==> src/rtl/servo_fault_consts.svh <==
// Register offsets, field positions, reset values and timing counts
`ifndef SERVO_FAULT_CONSTS_SVH
`define SERVO_FAULT_CONSTS_SVH

// ****************************************
// Register byte offsets
// ****************************************
`define OFS_CTRL        6'h00
`define OFS_POSITION    6'h04
`define OFS_COMMANDED   6'h08
`define OFS_SPEED       6'h0c
`define OFS_FAULT       6'h10
`define OFS_FAULT_EXIT  6'h14
`define OFS_STATUS      6'h18
`define OFS_TRIGGER     6'h1c
`define OFS_CYCLE       6'h20
`define OFS_SOFT_POS    6'h24
`define OFS_SOFT_NEG    6'h28
`define OFS_FOLLOW      6'h2c
`define OFS_SCALE       6'h30

// ****************************************
// Control bits
// ****************************************
`define CTL_DRIVE_EN    0
`define CTL_HARD_EN     1
`define CTL_SOFT_EN     2
`define CTL_GEAR_ON     3
`define CTL_HANDLER     4
`define CTL_QUALIFY     5
`define CTL_RUN         6
`define CYC_HOME        0
`define CYC_REG         1

// ****************************************
// Fault codes and limits
// ****************************************
`define FLT_NONE        8'h00
`define FLT_HARD_POS    8'h80
`define FLT_HARD_NEG    8'h81
`define FLT_SOFT_POS    8'h82
`define FLT_SOFT_NEG    8'h83
`define FLT_FOLLOW      8'h85
`define FLT_NO_DRIVE    8'h87
`define FLT_BACKLOG     8'h89
`define BACKLOG_MAX     32'h0000_7fff
`define FOLLOW_RESET    32'h0000_7fff
`define SCALE_RESET     32'h0000_0100
`define SCALE_SHIFT     8

// ****************************************
// Timing
// ****************************************
`define SAMPLE_US       1000
`define CLOCK_MHZ       10

`endif

==> src/rtl/servo_fault_pkg.sv <==
// Types shared by the servo fault and trigger unit
package servo_fault_pkg;

    typedef enum logic [1:0] {RUN_IDLE, RUN_MAIN, RUN_FAULT} run_state_t;
    typedef enum logic [1:0] {CY_IDLE, CY_HOME, CY_REG, CY_INDEX} cycle_t;

    typedef struct packed {
        logic        ack;
        logic [31:0] rdata;
        logic [6:0]  ctrl;
        logic signed [31:0] position;
        logic signed [31:0] commanded;
        logic signed [31:0] pos_at_sample;
        logic signed [31:0] speed;
        logic [31:0] sample_cnt;
        logic [7:0]  fault;
        run_state_t  run;
        cycle_t      cycle;
        logic        trig_pol;
        logic        reg_en;
        logic        armed;
        logic        ev_meta;
        logic        ev_sync;
        logic        ev_prev;
        logic        enc_a;
        logic        enc_b;
        logic        home_pulse;
        logic        index_pulse;
        logic signed [31:0] soft_pos;
        logic signed [31:0] soft_neg;
        logic [31:0] follow;
        logic [31:0] scale;
    } unit_state_t;

endpackage

==> src/rtl/servo_fault_trigger_unit.sv <==
// Encoder position and speed, fault latch, and first event trigger logic
// ****************************************
// ****************************************
`timescale 1ns/1ps
`include "servo_fault_consts.svh"

module servo_fault_trigger_unit
    import servo_fault_pkg::*;
#(
    parameter int SAMPLE_CYCLES = (`SAMPLE_US * `CLOCK_MHZ)
) (
    // Clock and reset
    input wire logic mclk_i,
    input wire logic reset_i,
    // Avalon-MM slave
    input wire logic [5:0] avs_address_i,
    input wire logic avs_read_i,
    input wire logic avs_write_i,
    input wire logic [31:0] avs_writedata_i,
    output logic [31:0] avs_readdata_o,
    output logic avs_waitrequest_o,
    // Encoder, limit switches, trigger sensor
    input wire logic enc_a_i,
    input wire logic enc_b_i,
    input wire logic enc_index_i,
    input wire logic pos_limit_i,
    input wire logic neg_limit_i,
    input wire logic event_i,
    // Sequencer and gearing engine
    input wire logic [31:0] gear_backlog_i,
    input wire logic [7:0] cmd_fault_i,
    input wire logic move_req_i,
    input wire logic move_done_i,
    // Status outputs
    output logic fault_led_o,
    output logic drive_enable_o,
    output logic gearing_on_o,
    output logic program_run_o,
    output logic int_block_o,
    output logic home_trigger_o,
    output logic index_start_o,
    output logic event_rise_o,
    output logic event_fall_o
);

    unit_state_t s_ff;
    unit_state_t nxt_s;

    logic access;
    logic wr_en;
    logic rd_en;
    logic [63:0] scaled;
    logic signed [31:0] pos_err;
    logic [31:0] abs_err;
    logic ev_rise;
    logic ev_fall;
    logic trig_edge;
    logic [7:0] new_fault;
    logic limit_fault;
    logic step_up;
    logic step_dn;
    logic [31:0] wd;

    // ****************************************
    // Bus handshake
    // ****************************************
    // One wait state: read data is captured first, then presented
    assign access = avs_read_i | avs_write_i;
    assign avs_waitrequest_o = access & ~s_ff.ack;
    assign wr_en = avs_write_i & s_ff.ack;
    assign rd_en = avs_read_i & s_ff.ack;
    assign avs_readdata_o = s_ff.rdata;
    assign wd = avs_writedata_i;

    assign scaled = 64'(signed'(s_ff.position) * signed'({1'b0, s_ff.scale}));

    assign ev_rise = s_ff.ev_sync & ~s_ff.ev_prev;
    assign ev_fall = ~s_ff.ev_sync & s_ff.ev_prev;
    assign trig_edge = s_ff.trig_pol ? ev_rise : ev_fall;

    assign pos_err = s_ff.commanded - s_ff.position;
    assign abs_err = pos_err[31] ? 32'(-pos_err) : 32'(pos_err);

    // Quadrature decode, four counts per line
    assign step_up = (enc_a_i ^ s_ff.enc_a ^ enc_b_i ^ s_ff.enc_b) &
                     ((enc_a_i ^ s_ff.enc_b) == 1'b1);
    assign step_dn = (enc_a_i ^ s_ff.enc_a ^ enc_b_i ^ s_ff.enc_b) &
                     ((enc_a_i ^ s_ff.enc_b) == 1'b0);

    // ****************************************
    // Fault sources in priority order
    // ****************************************
    always_comb begin
        new_fault = `FLT_NONE;
        limit_fault = 1'b0;
        if (s_ff.ctrl[`CTL_GEAR_ON] && s_ff.ctrl[`CTL_HARD_EN] &&
            pos_limit_i) begin
            new_fault = `FLT_HARD_POS;
            limit_fault = 1'b1;
        end else if (s_ff.ctrl[`CTL_GEAR_ON] && s_ff.ctrl[`CTL_HARD_EN] &&
                     neg_limit_i) begin
            new_fault = `FLT_HARD_NEG;
            limit_fault = 1'b1;
        end else if (s_ff.ctrl[`CTL_GEAR_ON] && s_ff.ctrl[`CTL_SOFT_EN] &&
                     s_ff.position > s_ff.soft_pos) begin
            new_fault = `FLT_SOFT_POS;
            limit_fault = 1'b1;
        end else if (s_ff.ctrl[`CTL_GEAR_ON] && s_ff.ctrl[`CTL_SOFT_EN] &&
                     s_ff.position < s_ff.soft_neg) begin
            new_fault = `FLT_SOFT_NEG;
            limit_fault = 1'b1;
        end else if (s_ff.ctrl[`CTL_GEAR_ON] &&
                     gear_backlog_i > `BACKLOG_MAX) begin
            new_fault = `FLT_BACKLOG;
            limit_fault = 1'b1;
        end else if (s_ff.ctrl[`CTL_DRIVE_EN] && s_ff.follow != 32'h0 &&
                     abs_err > s_ff.follow) begin
            new_fault = `FLT_FOLLOW;
        end else if (move_req_i && !s_ff.ctrl[`CTL_DRIVE_EN]) begin
            new_fault = `FLT_NO_DRIVE;
        end else if (cmd_fault_i != 8'h0) begin
            new_fault = cmd_fault_i;
        end
    end

    // ****************************************
    // Next state
    // ****************************************
    always_comb begin
        nxt_s = s_ff;
        nxt_s.ack = access & ~s_ff.ack;
        nxt_s.home_pulse = 1'b0;
        nxt_s.index_pulse = 1'b0;
        nxt_s.ev_meta = event_i;
        nxt_s.ev_sync = s_ff.ev_meta;
        nxt_s.ev_prev = s_ff.ev_sync;
        nxt_s.enc_a = enc_a_i;
        nxt_s.enc_b = enc_b_i;

        if (step_up) begin
            nxt_s.position = s_ff.position + 32'sd1;
        end else if (step_dn) begin
            nxt_s.position = s_ff.position - 32'sd1;
        end

        // signed speed, one count per sample is the LSB
        if (s_ff.sample_cnt == 32'(SAMPLE_CYCLES - 1)) begin
            nxt_s.sample_cnt = 32'h0;
            nxt_s.speed = s_ff.position - s_ff.pos_at_sample;
            nxt_s.pos_at_sample = s_ff.position;
        end else begin
            nxt_s.sample_cnt = s_ff.sample_cnt + 32'h1;
        end

        // Capture read data during the wait state
        if (avs_read_i && !s_ff.ack) begin
            unique case (avs_address_i)
                `OFS_CTRL: nxt_s.rdata = {25'h0, s_ff.ctrl};
                `OFS_POSITION: nxt_s.rdata = scaled[`SCALE_SHIFT +: 32];
                `OFS_COMMANDED: nxt_s.rdata = s_ff.commanded;
                `OFS_SPEED: nxt_s.rdata = s_ff.speed;
                `OFS_FAULT: nxt_s.rdata = {24'h0, s_ff.fault};
                // synchronized event level readable as input 1
                `OFS_STATUS: nxt_s.rdata = {22'h0, s_ff.cycle, s_ff.run,
                                            s_ff.ev_sync, s_ff.armed,
                                            s_ff.reg_en, s_ff.trig_pol,
                                            (s_ff.run == RUN_FAULT),
                                            (s_ff.fault != 8'h0)};
                `OFS_TRIGGER: nxt_s.rdata = {30'h0, s_ff.reg_en,
                                             s_ff.trig_pol};
                `OFS_SOFT_POS: nxt_s.rdata = s_ff.soft_pos;
                `OFS_SOFT_NEG: nxt_s.rdata = s_ff.soft_neg;
                `OFS_FOLLOW: nxt_s.rdata = s_ff.follow;
                `OFS_SCALE: nxt_s.rdata = s_ff.scale;
                default: nxt_s.rdata = 32'h0;
            endcase
        end

        // ****************************************
        // Register writes
        // ****************************************
        if (wr_en) begin
            unique case (avs_address_i)
                `OFS_CTRL: begin
                    nxt_s.ctrl = wd[6:0];
                    if (wd[`CTL_RUN] && s_ff.run == RUN_IDLE) begin
                        nxt_s.run = RUN_MAIN;
                    end
                    if (!wd[`CTL_RUN]) begin
                        nxt_s.run = RUN_IDLE;
                    end
                end
                // commanded write also loads actual position
                `OFS_COMMANDED: begin
                    nxt_s.commanded = wd;
                    nxt_s.position = wd;
                end
                `OFS_TRIGGER: begin
                    // polarity for both home and registration; home trigger stays enabled
                    if (wd[31]) begin
                        nxt_s.trig_pol = 1'b0;
                        nxt_s.reg_en = 1'b1;
                    end else if (wd != 32'h0) begin
                        nxt_s.trig_pol = 1'b1;
                        nxt_s.reg_en = 1'b1;
                    // disable refused once a registration cycle has begun
                    end else if (s_ff.cycle != CY_REG &&
                                 s_ff.cycle != CY_INDEX) begin
                        nxt_s.reg_en = 1'b0;
                    end
                end
                `OFS_CYCLE: begin
                    if (s_ff.cycle == CY_IDLE && s_ff.ctrl[`CTL_DRIVE_EN]) begin
                        if (wd[`CYC_HOME]) begin
                            nxt_s.cycle = CY_HOME;
                        end else if (wd[`CYC_REG]) begin
                            nxt_s.cycle = CY_REG;
                        end
                        nxt_s.armed = 1'b0;
                    end
                end
                `OFS_SOFT_POS: nxt_s.soft_pos = wd;
                `OFS_SOFT_NEG: nxt_s.soft_neg = wd;
                `OFS_FOLLOW: nxt_s.follow = wd;
                `OFS_SCALE: nxt_s.scale = wd;
                default: begin
                end
            endcase
        end

        // ****************************************
        // Home and registration triggers
        // ****************************************
        unique case (s_ff.cycle)
            CY_IDLE: begin
            end
            CY_HOME, CY_REG: begin
                if (trig_edge && s_ff.ctrl[`CTL_QUALIFY]) begin
                    nxt_s.armed = 1'b1;
                end
                if ((s_ff.ctrl[`CTL_QUALIFY] && s_ff.armed && enc_index_i) ||
                    (!s_ff.ctrl[`CTL_QUALIFY] && trig_edge)) begin
                    nxt_s.armed = 1'b0;
                    if (s_ff.cycle == CY_HOME) begin
                        nxt_s.home_pulse = 1'b1;
                        nxt_s.cycle = CY_IDLE;
                    end else if (s_ff.reg_en) begin
                        nxt_s.index_pulse = 1'b1;
                        nxt_s.cycle = CY_INDEX;
                    end
                end
            end
            CY_INDEX: begin
                if (move_done_i) begin
                    nxt_s.cycle = CY_IDLE;
                end
            end
        endcase

        // ****************************************
        // Fault latch and program flow
        // ****************************************
        // fault read or branch back clears
        if ((rd_en && avs_address_i == `OFS_FAULT) ||
            (wr_en && avs_address_i == `OFS_FAULT_EXIT)) begin
            nxt_s.fault = `FLT_NONE;
        end
        if (wr_en && avs_address_i == `OFS_FAULT_EXIT &&
            s_ff.run == RUN_FAULT) begin
            nxt_s.run = RUN_MAIN;
        end
        // only first fault latches; a fault in the clear cycle wins
        if (new_fault != `FLT_NONE &&
            (s_ff.fault == `FLT_NONE || nxt_s.fault == `FLT_NONE)) begin
            nxt_s.fault = new_fault;
            if (limit_fault) begin
                nxt_s.ctrl[`CTL_GEAR_ON] = 1'b0;
            end
            // Follow error also drops the drive
            if (new_fault == `FLT_FOLLOW) begin
                nxt_s.ctrl[`CTL_DRIVE_EN] = 1'b0;
            end
            if (s_ff.run != RUN_IDLE) begin
                nxt_s.run = s_ff.ctrl[`CTL_HANDLER] ? RUN_FAULT : RUN_IDLE;
            end
            nxt_s.cycle = CY_IDLE;
            nxt_s.armed = 1'b0;
        end
    end

    // ****************************************
    // State register
    // ****************************************
    always_ff @(posedge mclk_i) begin
        if (reset_i) begin
            s_ff <= '{ack: 1'b0, rdata: 32'h0, ctrl: 7'h0,
                      position: 32'sh0, commanded: 32'sh0,
                      pos_at_sample: 32'sh0, speed: 32'sh0,
                      sample_cnt: 32'h0, fault: `FLT_NONE,
                      run: RUN_IDLE, cycle: CY_IDLE, trig_pol: 1'b1,
                      reg_en: 1'b1, armed: 1'b0, ev_meta: 1'b0,
                      ev_sync: 1'b0, ev_prev: 1'b0, enc_a: 1'b0,
                      enc_b: 1'b0, home_pulse: 1'b0, index_pulse: 1'b0,
                      soft_pos: 32'sh7fff_ffff, soft_neg: 32'sh8000_0000,
                      follow: `FOLLOW_RESET, scale: `SCALE_RESET};
        end else begin
            s_ff <= nxt_s;
        end
    end

    // ****************************************
    // Outputs
    // ****************************************
    // indicator follows fault number
    assign fault_led_o = (s_ff.fault != `FLT_NONE);
    assign drive_enable_o = s_ff.ctrl[`CTL_DRIVE_EN];
    assign gearing_on_o = s_ff.ctrl[`CTL_GEAR_ON];
    assign program_run_o = (s_ff.run != RUN_IDLE);
    assign int_block_o = (s_ff.run == RUN_FAULT);
    assign home_trigger_o = s_ff.home_pulse;
    assign index_start_o = s_ff.index_pulse;
    assign event_rise_o = ev_rise;
    assign event_fall_o = ev_fall;

endmodule

==> config.mk <==
export PLATFORM = sky130hd
export DESIGN_NAME = servo_fault_trigger_unit
export DESIGN_NICKNAME = d
export VERILOG_FILES = /design/src/rtl/servo_fault_pkg.sv /design/src/rtl/servo_fault_trigger_unit.sv
export VERILOG_INCLUDE_DIRS = /design/src /design/src/rtl
export SDC_FILE = /design/constraint.sdc
export NUM_CORES = 2
export LEC_CHECK = 0
export BUFFER_PORTS_ARGS = -buffer_cell sky130_fd_sc_hd__buf_2
export CAP_MARGIN = 5
export CORE_ASPECT_RATIO = 0.5
export CORE_MARGIN = 2
export CORE_UTILIZATION = 35
export CTS_CLUSTER_SIZE = 28
export DETAILED_ROUTE_END_ITERATION = 8
export PLACE_DENSITY = 0.58
export SYNTH_ARGS = -nofsm -noshare
export SYNTH_HDL_FRONTEND = slang
export SYNTH_SLANG_ARGS = --single-unit
==> constraint.sdc <==
create_clock -name mclk_i -period 9.5 [get_ports mclk_i]
set_input_delay 0.475 -clock mclk_i [delete_from_list [all_inputs] [get_ports mclk_i]]
set_output_delay 0.475 -clock mclk_i [all_outputs]
set_load 0.1 [all_outputs]
==> out/results.tsv <==
metric	value	unit
Final Non-Filler Cells	7114	
total power after layout	7.17	mW
Worst Setup Start Kind	register	
switching part of the total power	0.449	
post-CTS setup buffer count	0	
initial antenna violation count	3	
final antenna-violating net count	0	
Port Buffers	116	
r2r worst-path depth	24	
Power Dens Cells	149	mW/mm2
Cells on Worst Hold Path	2	
critical path arrival	8.88	ns
Cell variety after synth	90	
clock buffer depth	3	
Synth area leader	fa_1	
largest net degree at the start of global routing	167	
Tcrit/Tclk final	0.886	
Final WS setup	1.09	ns
DR WL/cell	21.4	um
fraction of layout cells with a size suffix above 1	0.0664	
Sw Pwr	3.21	mW
post-DR vias/cell	5.32	
register area share after synthesis	0.158	
clock root cell	clkbuf_16	
Post-synth EDFFs	0	
final hold violations	0	
die width	508	um
Crit. End Element	register	
dpl ws	1.19	ns
clock sinks	350	
Hold Path Class	input port to register	
Die Ht	256	um
routed via count	37800	
placed cell count	7034	
Avg Cell Area, Syn	8.17	um2
first-pass GRT wire length	234	mm
syn_nets	6490	
Die Area	0.130	mm2
Clock power frac	0.245	
Post-CTS Resized	0	
Starting Density	0.353	
Fmax	119	MHz
GRT Overall Usage	0.235	
worst hold slack	0.116	ns
GR Overflow Total	0	
Pins Over Slew Limit	0	
dpl hpwl	119	mm
crit path cell chain	and2_1 -> fa_1 -> fa_1 -> fa_1 -> inv_1 -> fa_1 -> inv_1 -> fa_1 -> inv_1 -> fa_1 -> fa_1 -> fa_1 -> inv_1 -> ha_1 -> nand4_1 -> or2_2 -> o21bai_1 -> and2_1 -> nand3_1 -> a21oi_1 -> a31oi_1 -> a21boi_0 -> mux2i_1 -> o21ai_0	
RSZ-0062 raised after global routing	no	
setup violators final	0	
Max transition margin	0.181	
max incr delay on CP	0.98	ns
Area Overhead vs Synth	8.40	%
fin util	0.382	
top post-synthesis cells by area	fa_1 (28%), dfxtp_1 (16%), ha_1 (9.3%)	
sequential power share	0.249	
Yosys warnings	0	
ys async rst share	0	
Placed Area	0.0468	mm2
critical path peak fanout	32	
DRC	0	
status	finished clean	
Initial DRC Count	4021	
Worst path most repeated cell	fa_1	
Max-cap violations	0	
CTS tree	yes	
static leakage power	21.3	nW
net count reported at finish	6435	
TNS Setup	0	ns
vias in the first global route	37300	
Worst Max-Slew Pin Slew	1.23	ns
CTS clk-pin slew, worst paths	0.06	ns
critical path class	register to register	
Req. time, crit path	9.97	ns
Internal Pwr Total	3.95	mW
routability congestion estimate from global placement	0.942	
VDD IR-drop max	0.112	mV
Clock Latency Late Sink	0.61	ns
crit path time final	8.41	ns
Setup Skew	0.0345	ns
Cell Area, Synth	0.0445	mm2
number of H-tree levels	2	
Yosys top cell area share	0.282	
Synth Instances	5441	
count of state elements after synthesis	350	
combinational power share	0.507	
IO Count	132	
DR pass1 iterations	9	
Detailed Route WL	153	mm
FILL cells	13100	
fin area	0.0482	mm2
cts bufs inserted	42	
Slowest-stage cell, CP	dfxtp_2	
core area	0.126	mm2
Main synth FF type	dfxtp_1	
# rows	92	
Post-CTS Hold Fix Bufs	0	
[power groups by stage]
stage	Clock, mW	Sequential (mW)	Combinational, mW
2_1_floorplan	0	1.59	2.62
3_3_place_gp	0	1.80	3.54
3_5_place_dp	0	1.80	3.55
4_1_cts	1.76	1.76	3.58
5_1_grt	1.83	1.78	4.00
6_report	1.75	1.78	3.63
[metal layers]
layer	up-vias	GRT usage	routed length [um]
li1	17200	-	-
met5	-	0	13
met4	2	0.0564	3870
met1	18900	0.345	69100
met2	1506	0.355	65200
met3	216	0.0406	14300
[final timing paths]
path,from,endpoint,slack [ns]
min,event_i,nxt_s[133],0.12
max reg2reg,s_ff[289],avs_readdata_o[27],1.09
min reg2reg,nxt_s[133],nxt_s[132],0.45
max,s_ff[289],avs_readdata_o[27],1.09
[final cells by class]
class / count / area, um2 / share of cell area
multi-input cells: 3940 / 33100 / 0.686
flip-flops and latches: 350 / 7020 / 0.146
inverters: 820 / 3080 / 0.0639
well taps: 1692 / 2120 / 0.0439
repair buffers: 232 / 1470 / 0.0305
clock buffers: 62 / 1240 / 0.0257
clock inverters: 15 / 206 / 0.00428
diodes: 3 / 7.51 / 0.000156
[flip-flops by register name, summed over array words and instances, names as in the netlist]
name            cells
index_start_o       1
drive_enable_o      1
avs_readdata_o     32
home_trigger_o      1
gearing_on_o        1
nxt_s               2
s_ff              312
[logic make-up after synthesis]
| kind of cell | after synthesis | share of synthesized area |
|---|---|---|
| fa+ha+maj | 959 | 0.376 |
| compound gates | 836 | 0.118 |
| simple gates | 1892 | 0.197 |
| mux | 41 | 0.00926 |
| xor+xnor | 212 | 0.0423 |
| buf+inv | 1151 | 0.100 |
| flops | 350 | 0.158 |
[synthesized netlist by cell type, types with 7 or more instances]
| library cell | n |
|---|---|
| a211oi_1 | 23 |
| a21o_1 | 69 |
| a21oi_1 | 360 |
| a221oi_1 | 35 |
| a222oi_1 | 9 |
| a22oi_1 | 9 |
| a31oi_1 | 17 |
| and2_1 | 310 |
| and3_1 | 26 |
| and4_1 | 7 |
| buf_1 | 23 |
| buf_4 | 32 |
| clkbuf_1 | 271 |
| dfxtp_1 | 350 |
| fa_1 | 627 |
| ha_1 | 332 |
| inv_1 | 819 |
| mux2i_1 | 40 |
| nand2_1 | 1031 |
| nand2b_1 | 32 |
| nand3_1 | 73 |
| nand4_1 | 47 |
| nor2_1 | 174 |
| nor2b_1 | 33 |
| nor3_1 | 60 |
| nor4_1 | 43 |
| o211ai_1 | 58 |
| o21a_1 | 20 |
| o21ai_0 | 117 |
| o21ai_1 | 9 |
| o21bai_1 | 10 |
| o22ai_1 | 8 |
| o31ai_1 | 11 |
| or2_2 | 7 |
| or3_1 | 19 |
| xnor2_1 | 153 |
| xor2_1 | 56 |
[cells in the final DEF (no fill, tap or decap), types with 43 or more instances in the layout]
cell,instances
nand3_1,73
a21o_1,69
nor3_1,56
and2_1,310
buf_4,115
ha_1,332
dfxtp_1,339
a21oi_1,360
inv_1,819
nand2_1,1030
clkbuf_16,43
xor2_1,56
xnor2_1,153
o21ai_0,117
buf_2,115
nand4_1,47
o211ai_1,58
nor2_1,171
fa_1,627
[critical path, delay by kind of cell (launching register included)]
kind	cells	cell delay, ns
buffers and inverters	4	0.21
muxes	1	0.26
AOI/OAI and AO/OA	5	1.58
adders and majority gates	9	4.15
and+or+nand+nor	5	1.06
DFF	1	0.98
(Power assumes the default switching activity.)
